$ cat config.mk
export PLATFORM = sky130hd
export DESIGN_NAME = sllf_frontend
export DESIGN_NICKNAME = d
export VERILOG_FILES = /design/src/logic/sllf_pkg.sv /design/src/logic/sllf_frontend.sv
export SDC_FILE = /design/constraint.sdc
export NUM_CORES = 1
export LEC_CHECK = 0
export ABC_AREA = 1
export BUFFER_PORTS_ARGS = -buffer_cell sky130_fd_sc_hd__buf_4
export CAP_MARGIN = 40
export CELL_PAD_IN_SITES_DETAIL_PLACEMENT = 1
export CELL_PAD_IN_SITES_GLOBAL_PLACEMENT = 1
export CORE_ASPECT_RATIO = 0.75
export CORE_UTILIZATION = 42
export DETAILED_ROUTE_END_ITERATION = 10
export GPL_ROUTABILITY_DRIVEN = 0
export PLACE_DENSITY_LB_ADDON = 0.12
export RECOVER_POWER = 50
export SETUP_SLACK_MARGIN = 0.4
export SLEW_MARGIN = 20
export SYNTH_ARGS = -nofsm -noshare
export SYNTH_HDL_FRONTEND = slang
export SYNTH_SLANG_ARGS = --single-unit
$ cat constraint.sdc
create_clock -name core_clk_i -period 1.7 [get_ports core_clk_i]
set_input_delay 0.255 -clock core_clk_i [delete_from_list [all_inputs] [get_ports core_clk_i]]
set_output_delay 0.255 -clock core_clk_i [all_outputs]
set_load 0.02 [all_outputs]
$ cat src/logic/sllf_pkg.sv
// Package of constants for the serial loader link front end.
package sllf_pkg;
    localparam int          CLK_HZ         = 125000000;
    localparam int          DIV_W          = 16;
    localparam logic [7:0]  SYNC_BYTE      = 8'h55;
    localparam logic [7:0]  ACK_BYTE       = 8'hcc;
    localparam int          DATA_BITS      = 8;
    localparam int          STOP_BITS      = 1;
    localparam int          OVERSAMPLE     = 16;
    localparam int          AUTOBAUD_RATIO = 32;
    localparam int          SYNC_EDGES     = 9;
    localparam int          SPI_CPOL       = 1;
    localparam int          SPI_CPHA       = 1;
    localparam logic [DIV_W-1:0] MIN_BIT_DIV = 16'(OVERSAMPLE);
    localparam logic [DIV_W-1:0] DIV_MAX     = 16'hffff;
    typedef enum logic [1:0] {SLLF_PORT_NONE, SLLF_PORT_UART, SLLF_PORT_SSI} sllf_port_t;
    typedef enum logic [2:0] {SLLF_AB_IDLE, SLLF_AB_MEAS, SLLF_AB_DONE} sllf_ab_t;
    typedef enum logic [1:0] {SLLF_RX_IDLE, SLLF_RX_START, SLLF_RX_DATA, SLLF_RX_STOP} sllf_rx_t;
    typedef enum logic [1:0] {SLLF_TX_IDLE, SLLF_TX_START, SLLF_TX_DATA, SLLF_TX_STOP} sllf_tx_t;
endpackage

$ cat src/logic/sllf_frontend.sv
// Link front end of a serial loader: port lock, auto-baud UART and mode-3 SPI slave.
`timescale 1ns/1ps
module sllf_frontend
    import sllf_pkg::*;
(
    input  wire logic       core_clk_i,   // Crystal clock, 125 MHz
    input  wire logic       rstn_i,       // Asynchronous reset, active low
    input  wire logic       uart_rx_i,    // UART receive pin
    output logic            uart_tx_o,    // UART transmit pin
    input  wire logic       spi_clk_i,    // SPI clock from host
    input  wire logic       spi_csn_i,    // SPI chip select, active low
    input  wire logic       spi_mosi_i,   // SPI data from host
    output logic            spi_miso_o,   // SPI data to host
    output logic            spi_miso_oe_o,// SPI data output enable
    input  wire logic [7:0] tx_data_i,    // Byte to send
    input  wire logic       tx_valid_i,   // Byte to send is valid
    output logic            tx_ready_o,   // Byte accepted
    output logic [7:0]      rx_data_o,    // Received byte
    output logic            rx_valid_o,   // Received byte strobe
    output logic            synced_o,     // UART rate locked
    output logic [1:0]      port_o        // Locked port
);
    // Two-flop synchronisers; the first stage is read only by the second.
    logic [1:0] rx_s_r, sck_s_r, csn_s_r, mosi_s_r;
    logic       sck_d_r;
    always_ff @(posedge core_clk_i or negedge rstn_i)
    begin
        if (!rstn_i)
        begin
            rx_s_r   <= 2'h3;
            sck_s_r  <= 2'h3;
            csn_s_r  <= 2'h3;
            mosi_s_r <= 2'h0;
            sck_d_r  <= 1'b1;
        end
        else
        begin
            rx_s_r   <= {rx_s_r[0], uart_rx_i};
            sck_s_r  <= {sck_s_r[0], spi_clk_i};
            csn_s_r  <= {csn_s_r[0], spi_csn_i};
            mosi_s_r <= {mosi_s_r[0], spi_mosi_i};
            sck_d_r  <= sck_s_r[1];
        end
    end
    wire logic rx     = rx_s_r[1];
    wire logic csn    = csn_s_r[1];
    wire logic sck_rise = ~csn & sck_s_r[1] & ~sck_d_r;
    wire logic sck_fall = ~csn & ~sck_s_r[1] & sck_d_r;

    // Auto-baud and port lock state.
    sllf_port_t       port_r, port_nxt;
    sllf_ab_t         ab_r, ab_nxt;
    logic             rx_d_r, rx_d_nxt;
    logic [3:0]       edg_r, edg_nxt;
    logic [DIV_W+3:0] cnt_r, cnt_nxt;
    logic [DIV_W-1:0] div_r, div_nxt;
    logic             ack_r, ack_nxt;

    // UART receiver state.
    sllf_rx_t         rxs_r, rxs_nxt;
    logic [DIV_W-1:0] rtk_r, rtk_nxt;
    logic [2:0]       rbit_r, rbit_nxt;
    logic [7:0]       rsh_r, rsh_nxt;
    logic [1:0]       rarm_r, rarm_nxt;
    localparam logic [1:0] RX_ARM_BITS = 2'h2;

    // UART transmitter state.
    sllf_tx_t         txs_r, txs_nxt;
    logic [DIV_W-1:0] ttk_r, ttk_nxt;
    logic [2:0]       tbit_r, tbit_nxt;
    logic [7:0]       tsh_r, tsh_nxt;
    logic             txo_r, txo_nxt;

    // SPI slave state.
    logic [2:0]       sbit_r, sbit_nxt;
    logic [7:0]       srx_r, srx_nxt;
    logic [7:0]       stx_r, stx_nxt;
    logic             smiso_r, smiso_nxt;
    logic             sload_r, sload_nxt;

    logic [7:0]       rxd_r, rxd_nxt;
    logic             rxv_r, rxv_nxt;

    wire logic uart_ok = (port_r != SLLF_PORT_SSI);
    wire logic ssi_ok  = (port_r != SLLF_PORT_UART);

    always_comb
    begin
        port_nxt = port_r;
        ab_nxt   = ab_r;
        rx_d_nxt = rx;
        edg_nxt  = edg_r;
        cnt_nxt  = cnt_r;
        div_nxt  = div_r;
        ack_nxt  = 1'b0;
        rxs_nxt  = rxs_r;
        rtk_nxt  = rtk_r;
        rbit_nxt = rbit_r;
        rsh_nxt  = rsh_r;
        rarm_nxt = rarm_r;
        txs_nxt  = txs_r;
        ttk_nxt  = ttk_r;
        tbit_nxt = tbit_r;
        tsh_nxt  = tsh_r;
        txo_nxt  = txo_r;
        sbit_nxt = sbit_r;
        srx_nxt  = srx_r;
        stx_nxt  = stx_r;
        smiso_nxt = smiso_r;
        sload_nxt = sload_r;
        rxd_nxt  = rxd_r;
        rxv_nxt  = 1'b0;
        tx_ready_o = 1'b0;

        // Sync pattern: the span from the first falling edge to the ninth
        // falling edge covers sixteen bit times, so the bit divisor is cnt/16.
        case (ab_r)
            SLLF_AB_IDLE:
            begin
                if (uart_ok && rx_d_r && !rx)
                begin
                    ab_nxt   = SLLF_AB_MEAS;
                    edg_nxt  = 4'h1;
                    cnt_nxt  = '0;
                    port_nxt = SLLF_PORT_UART;
                end
            end
            SLLF_AB_MEAS:
            begin
                cnt_nxt = cnt_r + 1'b1;
                if (rx_d_r && !rx)
                begin
                    edg_nxt = edg_r + 1'b1;
                    if (edg_r == 4'(SYNC_EDGES - 1))
                    begin
                        ab_nxt  = SLLF_AB_DONE;
                        ack_nxt = 1'b1;
                        if (cnt_nxt[DIV_W+3:4] < MIN_BIT_DIV)
                            div_nxt = MIN_BIT_DIV;
                        else
                            div_nxt = cnt_nxt[DIV_W+3:4];
                    end
                end
                if (cnt_r == '1)
                    ab_nxt = SLLF_AB_IDLE;
            end
            SLLF_AB_DONE: ab_nxt = SLLF_AB_DONE;
            default: ab_nxt = SLLF_AB_IDLE;
        endcase

        // 8N1 receiver, only active once the rate is locked.
        case (rxs_r)
            SLLF_RX_IDLE:
                if (ab_r != SLLF_AB_DONE)
                    rarm_nxt = 2'h0;
                else if (rarm_r != RX_ARM_BITS)
                begin
                    // The sync tail never idles for two bit times, so wait for that first.
                    rtk_nxt = (!rx || rtk_r == '0) ? div_r - 1'b1 : rtk_r - 1'b1;
                    if (!rx)
                        rarm_nxt = 2'h0;
                    else if (rtk_r == '0)
                        rarm_nxt = rarm_r + 1'b1;
                end
                else if (!rx)
                begin
                    rxs_nxt = SLLF_RX_START;
                    rtk_nxt = {1'b0, div_r[DIV_W-1:1]};
                end
            SLLF_RX_START:
                if (rtk_r == '0)
                begin
                    rxs_nxt  = rx ? SLLF_RX_IDLE : SLLF_RX_DATA;
                    rtk_nxt  = div_r - 1'b1;
                    rbit_nxt = '0;
                end
                else
                    rtk_nxt = rtk_r - 1'b1;
            SLLF_RX_DATA:
                if (rtk_r == '0)
                begin
                    rsh_nxt  = {rx, rsh_r[7:1]};
                    rtk_nxt  = div_r - 1'b1;
                    rbit_nxt = rbit_r + 1'b1;
                    if (rbit_r == 3'(DATA_BITS - 1))
                        rxs_nxt = SLLF_RX_STOP;
                end
                else
                    rtk_nxt = rtk_r - 1'b1;
            SLLF_RX_STOP:
                if (rtk_r == '0)
                begin
                    rxs_nxt = SLLF_RX_IDLE;
                    if (rx)
                    begin
                        rxd_nxt = rsh_r;
                        rxv_nxt = 1'b1;
                    end
                end
                else
                    rtk_nxt = rtk_r - 1'b1;
            default: rxs_nxt = SLLF_RX_IDLE;
        endcase

        // 8N1 transmitter at the detected rate.
        case (txs_r)
            SLLF_TX_IDLE:
            begin
                txo_nxt = 1'b1;
                if (ack_r || (ab_r == SLLF_AB_DONE && tx_valid_i))
                begin
                    tx_ready_o = ~ack_r;
                    tsh_nxt = ack_r ? ACK_BYTE : tx_data_i;
                    txs_nxt = SLLF_TX_START;
                    ttk_nxt = div_r - 1'b1;
                    txo_nxt = 1'b0;
                end
            end
            SLLF_TX_START, SLLF_TX_DATA:
                if (ttk_r == '0)
                begin
                    ttk_nxt = div_r - 1'b1;
                    if (txs_r == SLLF_TX_START)
                        tbit_nxt = '0;
                    else
                    begin
                        tbit_nxt = tbit_r + 1'b1;
                        tsh_nxt  = {1'b1, tsh_r[7:1]};
                    end
                    txs_nxt = SLLF_TX_DATA;
                    txo_nxt = (txs_r == SLLF_TX_START) ? tsh_r[0] : tsh_r[1];
                    if (txs_r == SLLF_TX_DATA && tbit_r == 3'(DATA_BITS - 1))
                    begin
                        txs_nxt = SLLF_TX_STOP;
                        txo_nxt = 1'b1;
                    end
                end
                else
                    ttk_nxt = ttk_r - 1'b1;
            SLLF_TX_STOP:
                if (ttk_r == '0)
                    txs_nxt = SLLF_TX_IDLE;
                else
                    ttk_nxt = ttk_r - 1'b1;
            default: txs_nxt = SLLF_TX_IDLE;
        endcase

        // Mode 3 slave: shift out on falling edge, capture on rising edge.
        if (csn)
        begin
            sbit_nxt  = '0;
            sload_nxt = 1'b1;
        end
        else if (ssi_ok && port_nxt != SLLF_PORT_UART)
        begin
            port_nxt = SLLF_PORT_SSI;
            if (sload_r)
            begin
                sload_nxt  = 1'b0;
                tx_ready_o = tx_valid_i;
                stx_nxt    = tx_valid_i ? tx_data_i : 8'h00;
                smiso_nxt  = tx_valid_i ? tx_data_i[7] : 1'b0;
            end
            if (sck_fall && sbit_r != 3'h0)
            begin
                smiso_nxt = stx_r[7];
            end
            if (sck_rise)
            begin
                srx_nxt  = {srx_r[6:0], mosi_s_r[1]};
                stx_nxt  = {stx_r[6:0], 1'b0};
                sbit_nxt = sbit_r + 1'b1;
                if (sbit_r == 3'h7)
                begin
                    rxd_nxt   = {srx_r[6:0], mosi_s_r[1]};
                    rxv_nxt   = 1'b1;
                    sload_nxt = 1'b1;
                end
            end
        end
    end

    always_ff @(posedge core_clk_i or negedge rstn_i)
    begin
        if (!rstn_i)
        begin
            port_r  <= SLLF_PORT_NONE;
            ab_r    <= SLLF_AB_IDLE;
            rx_d_r  <= 1'b1;
            edg_r   <= '0;
            cnt_r   <= '0;
            div_r   <= DIV_MAX;
            ack_r   <= 1'b0;
            rxs_r   <= SLLF_RX_IDLE;
            rtk_r   <= '0;
            rbit_r  <= '0;
            rsh_r   <= '0;
            rarm_r  <= 2'h0;
            txs_r   <= SLLF_TX_IDLE;
            ttk_r   <= '0;
            tbit_r  <= '0;
            tsh_r   <= '0;
            txo_r   <= 1'b1;
            sbit_r  <= '0;
            srx_r   <= '0;
            stx_r   <= '0;
            smiso_r <= 1'b0;
            sload_r <= 1'b1;
            rxd_r   <= '0;
            rxv_r   <= 1'b0;
        end
        else
        begin
            port_r  <= port_nxt;
            ab_r    <= ab_nxt;
            rx_d_r  <= rx_d_nxt;
            edg_r   <= edg_nxt;
            cnt_r   <= cnt_nxt;
            div_r   <= div_nxt;
            ack_r   <= ack_nxt;
            rxs_r   <= rxs_nxt;
            rtk_r   <= rtk_nxt;
            rbit_r  <= rbit_nxt;
            rsh_r   <= rsh_nxt;
            rarm_r  <= rarm_nxt;
            txs_r   <= txs_nxt;
            ttk_r   <= ttk_nxt;
            tbit_r  <= tbit_nxt;
            tsh_r   <= tsh_nxt;
            txo_r   <= txo_nxt;
            sbit_r  <= sbit_nxt;
            srx_r   <= srx_nxt;
            stx_r   <= stx_nxt;
            smiso_r <= smiso_nxt;
            sload_r <= sload_nxt;
            rxd_r   <= rxd_nxt;
            rxv_r   <= rxv_nxt;
        end
    end

    assign uart_tx_o     = txo_r;
    assign spi_miso_o    = smiso_r;
    assign spi_miso_oe_o = ~csn & (port_r == SLLF_PORT_SSI);
    assign rx_data_o     = rxd_r;
    assign rx_valid_o    = rxv_r;
    assign synced_o      = (ab_r == SLLF_AB_DONE);
    assign port_o        = port_r;
endmodule

==> results of run 1 <==
==> what timing repair did <==
action                     CTS
gates resized for setup    313
cloned                      11
pin swaps                   99
hold endpoints to repair    90
hold buffers                 5
setup endpoints to repair  140
buffers inserted            52
==> cell families after synthesis <==
family | after synthesis | share of synthesized area, %
compound gates | 223 | 13.83
buf+inv | 180 | 8.478
mux | 7 | 0.8829
xor+xnor | 31 | 3.125
simple gates | 577 | 29.46
flops | 145 | 41.00
fa+ha+maj | 23 | 3.223
==> per-stage QoR <==
step                hold WS [ns]  setup WS, ns  utilization [%]  cells
floorplan               -0.04059     -0.004525                -   1186
global placement          0.1257       -0.2376            53.91   1654
detailed placement        0.1265       -0.2555            53.91   1654
CTS                      0.09344       -0.3313            65.25   1754
==> run metrics, run 1 <==
htree depth=4; clock sink count=145; status=stopped before the end; Post-synth top flop=dfrtp_1; number of synthesized register bits=145; clock buffer depth=2; Yosys top cell area share=33.35%; Starting Density=43.45%; dpl hpwl=22.99 mm; Die H=128.3 um; PortBufs=30; Seq/Total Area, Yosys=41.00%; Placed Area=11080 um2; Error=[ERROR DPL-0033] detailed placement checks failed during check placement.; GR repair worst EP=tx_ready_o; largest net degree at the start of global routing=55; Syn Inst Count=1186; Yosys warning total=0; top-count cell post-synth=nand2_1; Synth Cell Area=8929 um2; post-synth net total=1224; Stopped at=5_1_grt; Rows=45; clock tree root buffer cell=clkbuf_16; CTS Buf Count=17; # IOs=31; Synth area leaders=dfrtp_1, nand2_1, dfstp_2; EDFF count, synth=0; DIE WIDTH=170.4 um; initial antenna violation count=2; most frequent cells after synthesis=nand2_1, inv_1, nor2_1; Synth area leader=dfrtp_1; synth unique cells=48; worst ep type=output port; Async SR Flop Fraction=100.0%; Mean Syn Cell Area=7.528 um2
==> inputs of run 2 (changes only) <==
- CELL_PAD_IN_SITES_DETAIL_PLACEMENT: 1 -> unset
- CELL_PAD_IN_SITES_GLOBAL_PLACEMENT: 1 -> unset
- CORE_ASPECT_RATIO: 0.75 -> unset
- CORE_UTILIZATION: 42 -> 40
- PLACE_DENSITY_LB_ADDON: 0.12 -> 0.15
- SETUP_SLACK_MARGIN: 0.4 -> unset
- clock period: 1.7 -> 2.2 ns (I/O delays scaled with it)
==> run metrics, run 2 <==
status=finished clean; clock sink count=145 (unchanged); Final Core Density=47.26%; Syn Inst Count=1186 (unchanged); fmax=469.5 MHz; Yosys top cell area share=33.35% (unchanged); PortBufs=30 (unchanged); Seq/Total Area, Yosys=41.00% (unchanged); final setup violation count=0; Crit. End Element=primary output; Largest delay share family, worst path=flip-flops; wire length of the first global-routing pass=39.06 mm; Max-slew headroom=21.65%; Pre-antenna DRT Iters=5; Least-Margin Pin Slew=1.175 ns; max layer used=met4; hold depth=1; startpoint types=register; Critical Path Fanout Max=4; clock buffer depth=2 (unchanged); # IOs=31 (unchanged); most common cell after layout, fill and taps aside=nand2_1; EDFF count, synth=0 (unchanged); most frequent cells after synthesis=nand2_1, inv_1, nor2_1; slowest cell on the critical path=dfstp_2; routed wire length=23.24 mm; Via Count=7971; largest net degree at the start of global routing=61; P per Cell Area=595.9 nW/um2; die area=22920 um2; Synth Cell Area=8929 um2 (unchanged); max cap viols=0; initial antenna violation count=0; most frequent cells in the layout=nand2_1, inv_1, nor2_1, dfrtp_1, o21ai_0; Placed Area=9557 um2 (-14%); FF-to-FF setup slack=0.13 ns; CTS tree=done; dpl hpwl=16.96 mm (-26%); period utilisation layout=96.82%; clock tree root buffer cell=clkbuf_16; final hold slack=0.02087 ns; fill count=2182; antenna cells=0; Yosys warning total=0 (unchanged); Syn-to-layout area delta=15.51%; Routed met2 length=11.06 mm; number of synthesized register bits=145 (unchanged); cell leakage power=0.005098 uW; Multi-input gate area=4574 um2; # nets final=1278; average wire per standard cell=15.16 um; max FFs per register=20; post-synth net total=1224 (unchanged); Clock transition at path regs=0.06 ns; vias in the first global route=7595; Fin Setup TNS=0 ns; data arrival time of the worst path=1.80 ns; core box area=21820 um2; Synth area leader=dfrtp_1; grt ovf=0; synth unique cells=48 (unchanged); number of remaining DRC errors=0; CTS Buf Count=17 (unchanged); Worst Clk Skew=0.01009 ns; Synth area leaders=dfrtp_1, nand2_1, dfstp_2; htree depth=4 (unchanged); via/cell ratio=5.200; Starting Density=40.91% (-2.5 points); Top reg by flops=cnt_r; Async SR Flop Fraction=100.0% (unchanged); met3 WL=697 um; post-route cell area=10310 um2; Die H=151.4 um (+18%); Slew Viols, Final=0; Rows=54 (+20%); RSZ-0062 raised after global routing=true; Reg2Reg Depth=9; buffer and inverter count on the worst path=2; Mean Syn Cell Area=7.528 um2 (unchanged); share of layout cells above drive strength 1=16.20%; overall global routing resource usage=21.79%; Req. time, crit path=1.87 ns; WS Path Type=register to primary output; Post-synth top flop=dfrtp_1; Skew-Pair Late Insertion Delay=0.43 ns; crit-path max cell delay=0.56 ns; top-count cell post-synth=nand2_1; peak supply drop=0.5053 mV; min Tclk post-route=2.130 ns; stages on the worst setup path=9; DIE WIDTH=151.4 um (-11%); crit-path cells=inv_4 > nand2_4 > a21oi_2 > nand3_2 > nand2_2 > nand2_2 > nand3_2 > a21oi_2 > buf_4; M1 wire length=11.03 mm; Reg area=3661 um2; Final Hold Viols=0; initial drt markers=527; DRT antenna net count=0; HP Class=input port to register
run 2: cell counts after synthesis:
No cell type changed its count.
run 2: stage by stage:
stage	power [uW]	cells	worst slack (ns)
after CTS	6228	1531	0.007541
after detailed placement	3055	1493	0.1234
final	6146	1533	0.06992
after global routing	6373	1533	-0.002323
after global placement	3052	1493	0.1489
after floorplan	2924	1186	0.4193
run 2: layout make-up:
type / count / area share [%]
multi-input combinational: 861 / 44.35
clock buffer: 18 / 4.258
inverter: 150 / 5.508
timing repair buffer: 65 / 5.120
clock inverter: 14 / 1.868
sequential: 145 / 35.50
tap: 280 / 3.397
run 2: worst register-to-register path: cells and delay by family (launching register included):
kind,cells,cell delay (ns)
AND/OR/NAND/NOR,4,0.60
flip-flops,1,0.37
multiplexers,1,0.32
adder cells (fa/ha/maj),1,0.24
buffers and inverters,3,0.44
run 2: per-layer routing:
layer | up-vias | track usage, %
li1 | 3988 | -
met1 | 3802 | 30.23
met2 | 152 | 34.98
met3 | 29 | 2.711
met4 | 0 | 7.250
met5 | - | 0
run 2: repair_timing:
action | CTS | global route
pin swaps | 1 | 7
endpoints found under the setup margin | 1 | 37
hold buffers | 4 | 0
resized for setup | 3 | 16
endpoints found under the hold margin | 41 | 0
setup buffers | 2 | 2
run 2: worst paths after layout:
kind,start,end
worst max-delay path,rx_s_r[1],tx_ready_o
worst min-delay path,uart_rx_i,rx_s_r[0]
worst max register to register,rtk_r[1],rsh_r[3]
worst min register to register,mosi_s_r[0],mosi_s_r[1]
max in group asynchronous,rstn_i,tsh_r[4]
min in group asynchronous,rstn_i,rtk_r[9]
run 2: power by group:
part	leakage (uW)	internal, uW	switching [uW]	total, uW
Clock	0.000308	1860	1280	3140
Sequential	0.00182	2740	34.6	2780
Combinational	0.00297	82.5	150	232
run 2: cell families (layout without fill, tap and decap cells):
family	after synthesis	after routing	share of synthesized area, %
AND/OR/NAND/NOR	577	577	29.46
AO/OA/AOI/OAI	223	223	13.83
buffers and inverters	180	247	8.478
flip-flops	145	145	41.00
XOR/XNOR	31	31	3.125
adder cells (fa/ha/maj)	23	23	3.223
multiplexers	7	7	0.8829
No activity file was read; power rests on OpenSTA's default activity.
==> inputs of run 3 (changes only) <==
- BUFFER_PORTS_ARGS: -buffer_cell sky130_fd_sc_hd__buf_4 -> -buffer_cell sky130_fd_sc_hd__buf_2
==> run metrics, run 3 (synthesized netlist as in run 2, its figures left out) <==
Flop pwr share=47.2% (+2.0 points); initial antenna violation count=0 (unchanged); PortBufs=30 (unchanged); vias in the first global route=7763 (+2.2%); Req. time, crit path=1.87 ns (about the same); clock tree root buffer cell=clkbuf_16; fmax=469.6 MHz (about the same); cell-internal power=4414 uW (-5.7%); average wire per standard cell=15.05 um (-0.71%); wire length of the first global-routing pass=39.18 mm (+0.30%); Fin Setup TNS=0 ns (unchanged); clock buffer depth=2 (unchanged); buffer and inverter count on the worst path=2 (unchanged); status=finished clean; hold depth=3 (+2); Via Count=7939 (-0.40%); P per Cell Area=565.5 nW/um2 (-5.1%); Reg area=3661 um2 (unchanged); startpoint types=register; Placed Cells=1502 (+0.60%); # IOs=31 (unchanged); fill count=2164 (-0.82%); dpl hpwl=17.20 mm (+1.4%); number of remaining DRC errors=0 (unchanged); Clock transition at path regs=0.07 ns (about the same); clock power share=48.8% (-2.3 points); peak supply drop=0.4565 mV (-9.7%); post-layout power=5877 uW (-4.4%); crit-path max cell delay=0.55 ns (about the same); htree depth=4 (unchanged); most frequent cells in the layout=nand2_1, inv_1, nor2_1, dfrtp_1, o21ai_0; Multi-input gate area=4601 um2 (+0.57%); Largest delay share family, worst path=flip-flops; final setup violation count=0 (unchanged); antenna cells=0 (unchanged); initial drt markers=556 (+5.5%); FF-to-FF setup slack=0.10 ns (-0.03 ns); DIE WIDTH=151.4 um (unchanged); Worst Clk Skew=0.01364 ns (+0.003551 ns); slowest cell on the critical path=dfstp_2; data arrival time of the worst path=1.80 ns (about the same); clock sink count=145 (unchanged); largest net degree at the start of global routing=54 (-11%); hold worst-path end=stx_r[0]; P_sw=1463 uW (about the same); Reg2Reg Depth=11 (+2); Max-slew headroom=4.320% (-17 points); cell leakage power=0.005181 uW (+1.6%); routed wire length=23.45 mm (+0.91%); share of layout cells above drive strength 1=17.68% (+1.5 points); max FFs per register=20 (unchanged); Critical Path Fanout Max=3 (-1); Rows=54 (unchanged); Pre-antenna DRT Iters=7 (+2); Switching Share=24.89% (+1.1 points); Slew Viols, Final=0 (unchanged); CTS tree=done; Crit. End Element=primary output; Least-Margin Pin Slew=1.435 ns (+0.2600 ns); combinational power share=4.0% (+0.2 points); worst reg2reg path endpoint=cnt_r[14]; core box area=21820 um2 (unchanged); Top reg by flops=cnt_r; DRT antenna net count=0 (unchanged); min Tclk post-route=2.130 ns (-0.0003917 ns); period utilisation layout=96.80% (about the same); Final Non-Filler Cells=1558 (+1.6%); overall global routing resource usage=21.96% (+0.17 points); Starting Density=40.91% (unchanged); WS Path Type=register to primary output; HP Class=input port to register; die area=22920 um2 (unchanged); crit-path cells=inv_4 > nand2_4 > a21oi_2 > nand3_2 > nand2_2 > nand2_2 > nand3_4 > a21oi_2 > buf_4; CTS Buf Count=17 (unchanged); Skew-Pair Late Insertion Delay=0.43 ns (about the same); Die H=151.4 um (unchanged); Final Hold Viols=0 (unchanged); most common cell after layout, fill and taps aside=nand2_1; max cap viols=0 (unchanged); Syn-to-layout area delta=16.40%; via/cell ratio=5.096 (-2.0%); # nets final=1303 (+2.0%); Hold Startpoint=tx_data_i[0]; grt ovf=0 (unchanged); RR Startpoint=rx_d_r
[run 3: cell types whose count changed in the layout (fill, tap and decap cells not counted), moves of 2 or more]
cell        delta
clkbuf_4       -3
inv_6          +3
o21ai_0        -2
clkbuf_2       +3
buf_2         +28
clkinvlp_4     +2
bufinv_16      -2
buf_4          -4
inv_8          -2
nand2_2        -2
[run 3: metrics by stage]
stage | area [um2] | util, % | hold WS (ns) | worst slack [ns]
4_1_cts | 10290 | 47.14 | 0.1680 | 0.0004525
5_1_grt | 10390 | 47.62 | 0.2090 | -0.03179
3_5_place_dp | 9539 | 43.71 | 0.3325 | 0.1109
2_1_floorplan | 8929 | - | 0.03441 | 0.4193
6_report | 10390 | 47.62 | 0.1915 | 0.07031
3_3_place_gp | 9539 | 43.71 | 0.3278 | 0.1596
[run 3: cell type report]
cell class / instances / share of cell area, %
Sequential cell: 145 / 35.23
Timing Repair Buffer: 90 / 6.164
Clock buffer: 18 / 4.130
Inverter: 150 / 5.466
Multi-Input combinational cell: 861 / 44.27
Clock inverter: 14 / 1.372
Tap cell: 280 / 3.371
[run 3: worst max path at each step]
stage	start	endpoint	slack, ns	cells after the start
2_1_floorplan	rx_s_r[1]	tx_ready_o	0.42	8
3_3_place_gp	rtk_r[0]	rx_data_o[2]	0.16	9
3_5_place_dp	rtk_r[0]	rx_data_o[2]	0.11	9
4_1_cts	rx_s_r[1]	tx_ready_o	0.0005	9
5_1_grt	rx_d_r	stx_r[4]	-0.03	13
6_report	rx_s_r[1]	tx_ready_o	0.07	9
[run 3: worst reg2reg max path, delay by kind of cell (launching register included)]
kind | cells | cell delay, ns
simple gates | 3 | 0.34
buf+inv | 6 | 0.87
flops | 1 | 0.54
compound gates | 2 | 0.23
[run 3: layer usage]
layer  wire (um)  GRT usage, %  vias up  part of all wire, %
met4         367         6.900        0                  1.6
li1            -             -     4040                    -
met3         762         3.163       25                  3.2
met5           0             0        -                    0
met1       11040         29.78     3719                   47
met2       11280         35.96      155                   48
[run 3: timing repair]
item / 4_1_cts / 5_1_grt
gates cloned: 0 / 0
setup buffers: 14 / 6
hold endpoints to repair: 38 / 0
pin swaps: 6 / 7
hold buffers: 5 / 0
endpoints found under the setup margin: 1 / 48
resized for setup: 6 / 21
[run 3: power groups by stage]
stage	clock, uW	sequential (uW)	combinational, uW
2_1_floorplan	0	2820	104
3_3_place_gp	0	2820	225
3_5_place_dp	0	2820	225
4_1_cts	2940	2780	238
5_1_grt	3030	2780	272
6_report	2870	2780	233
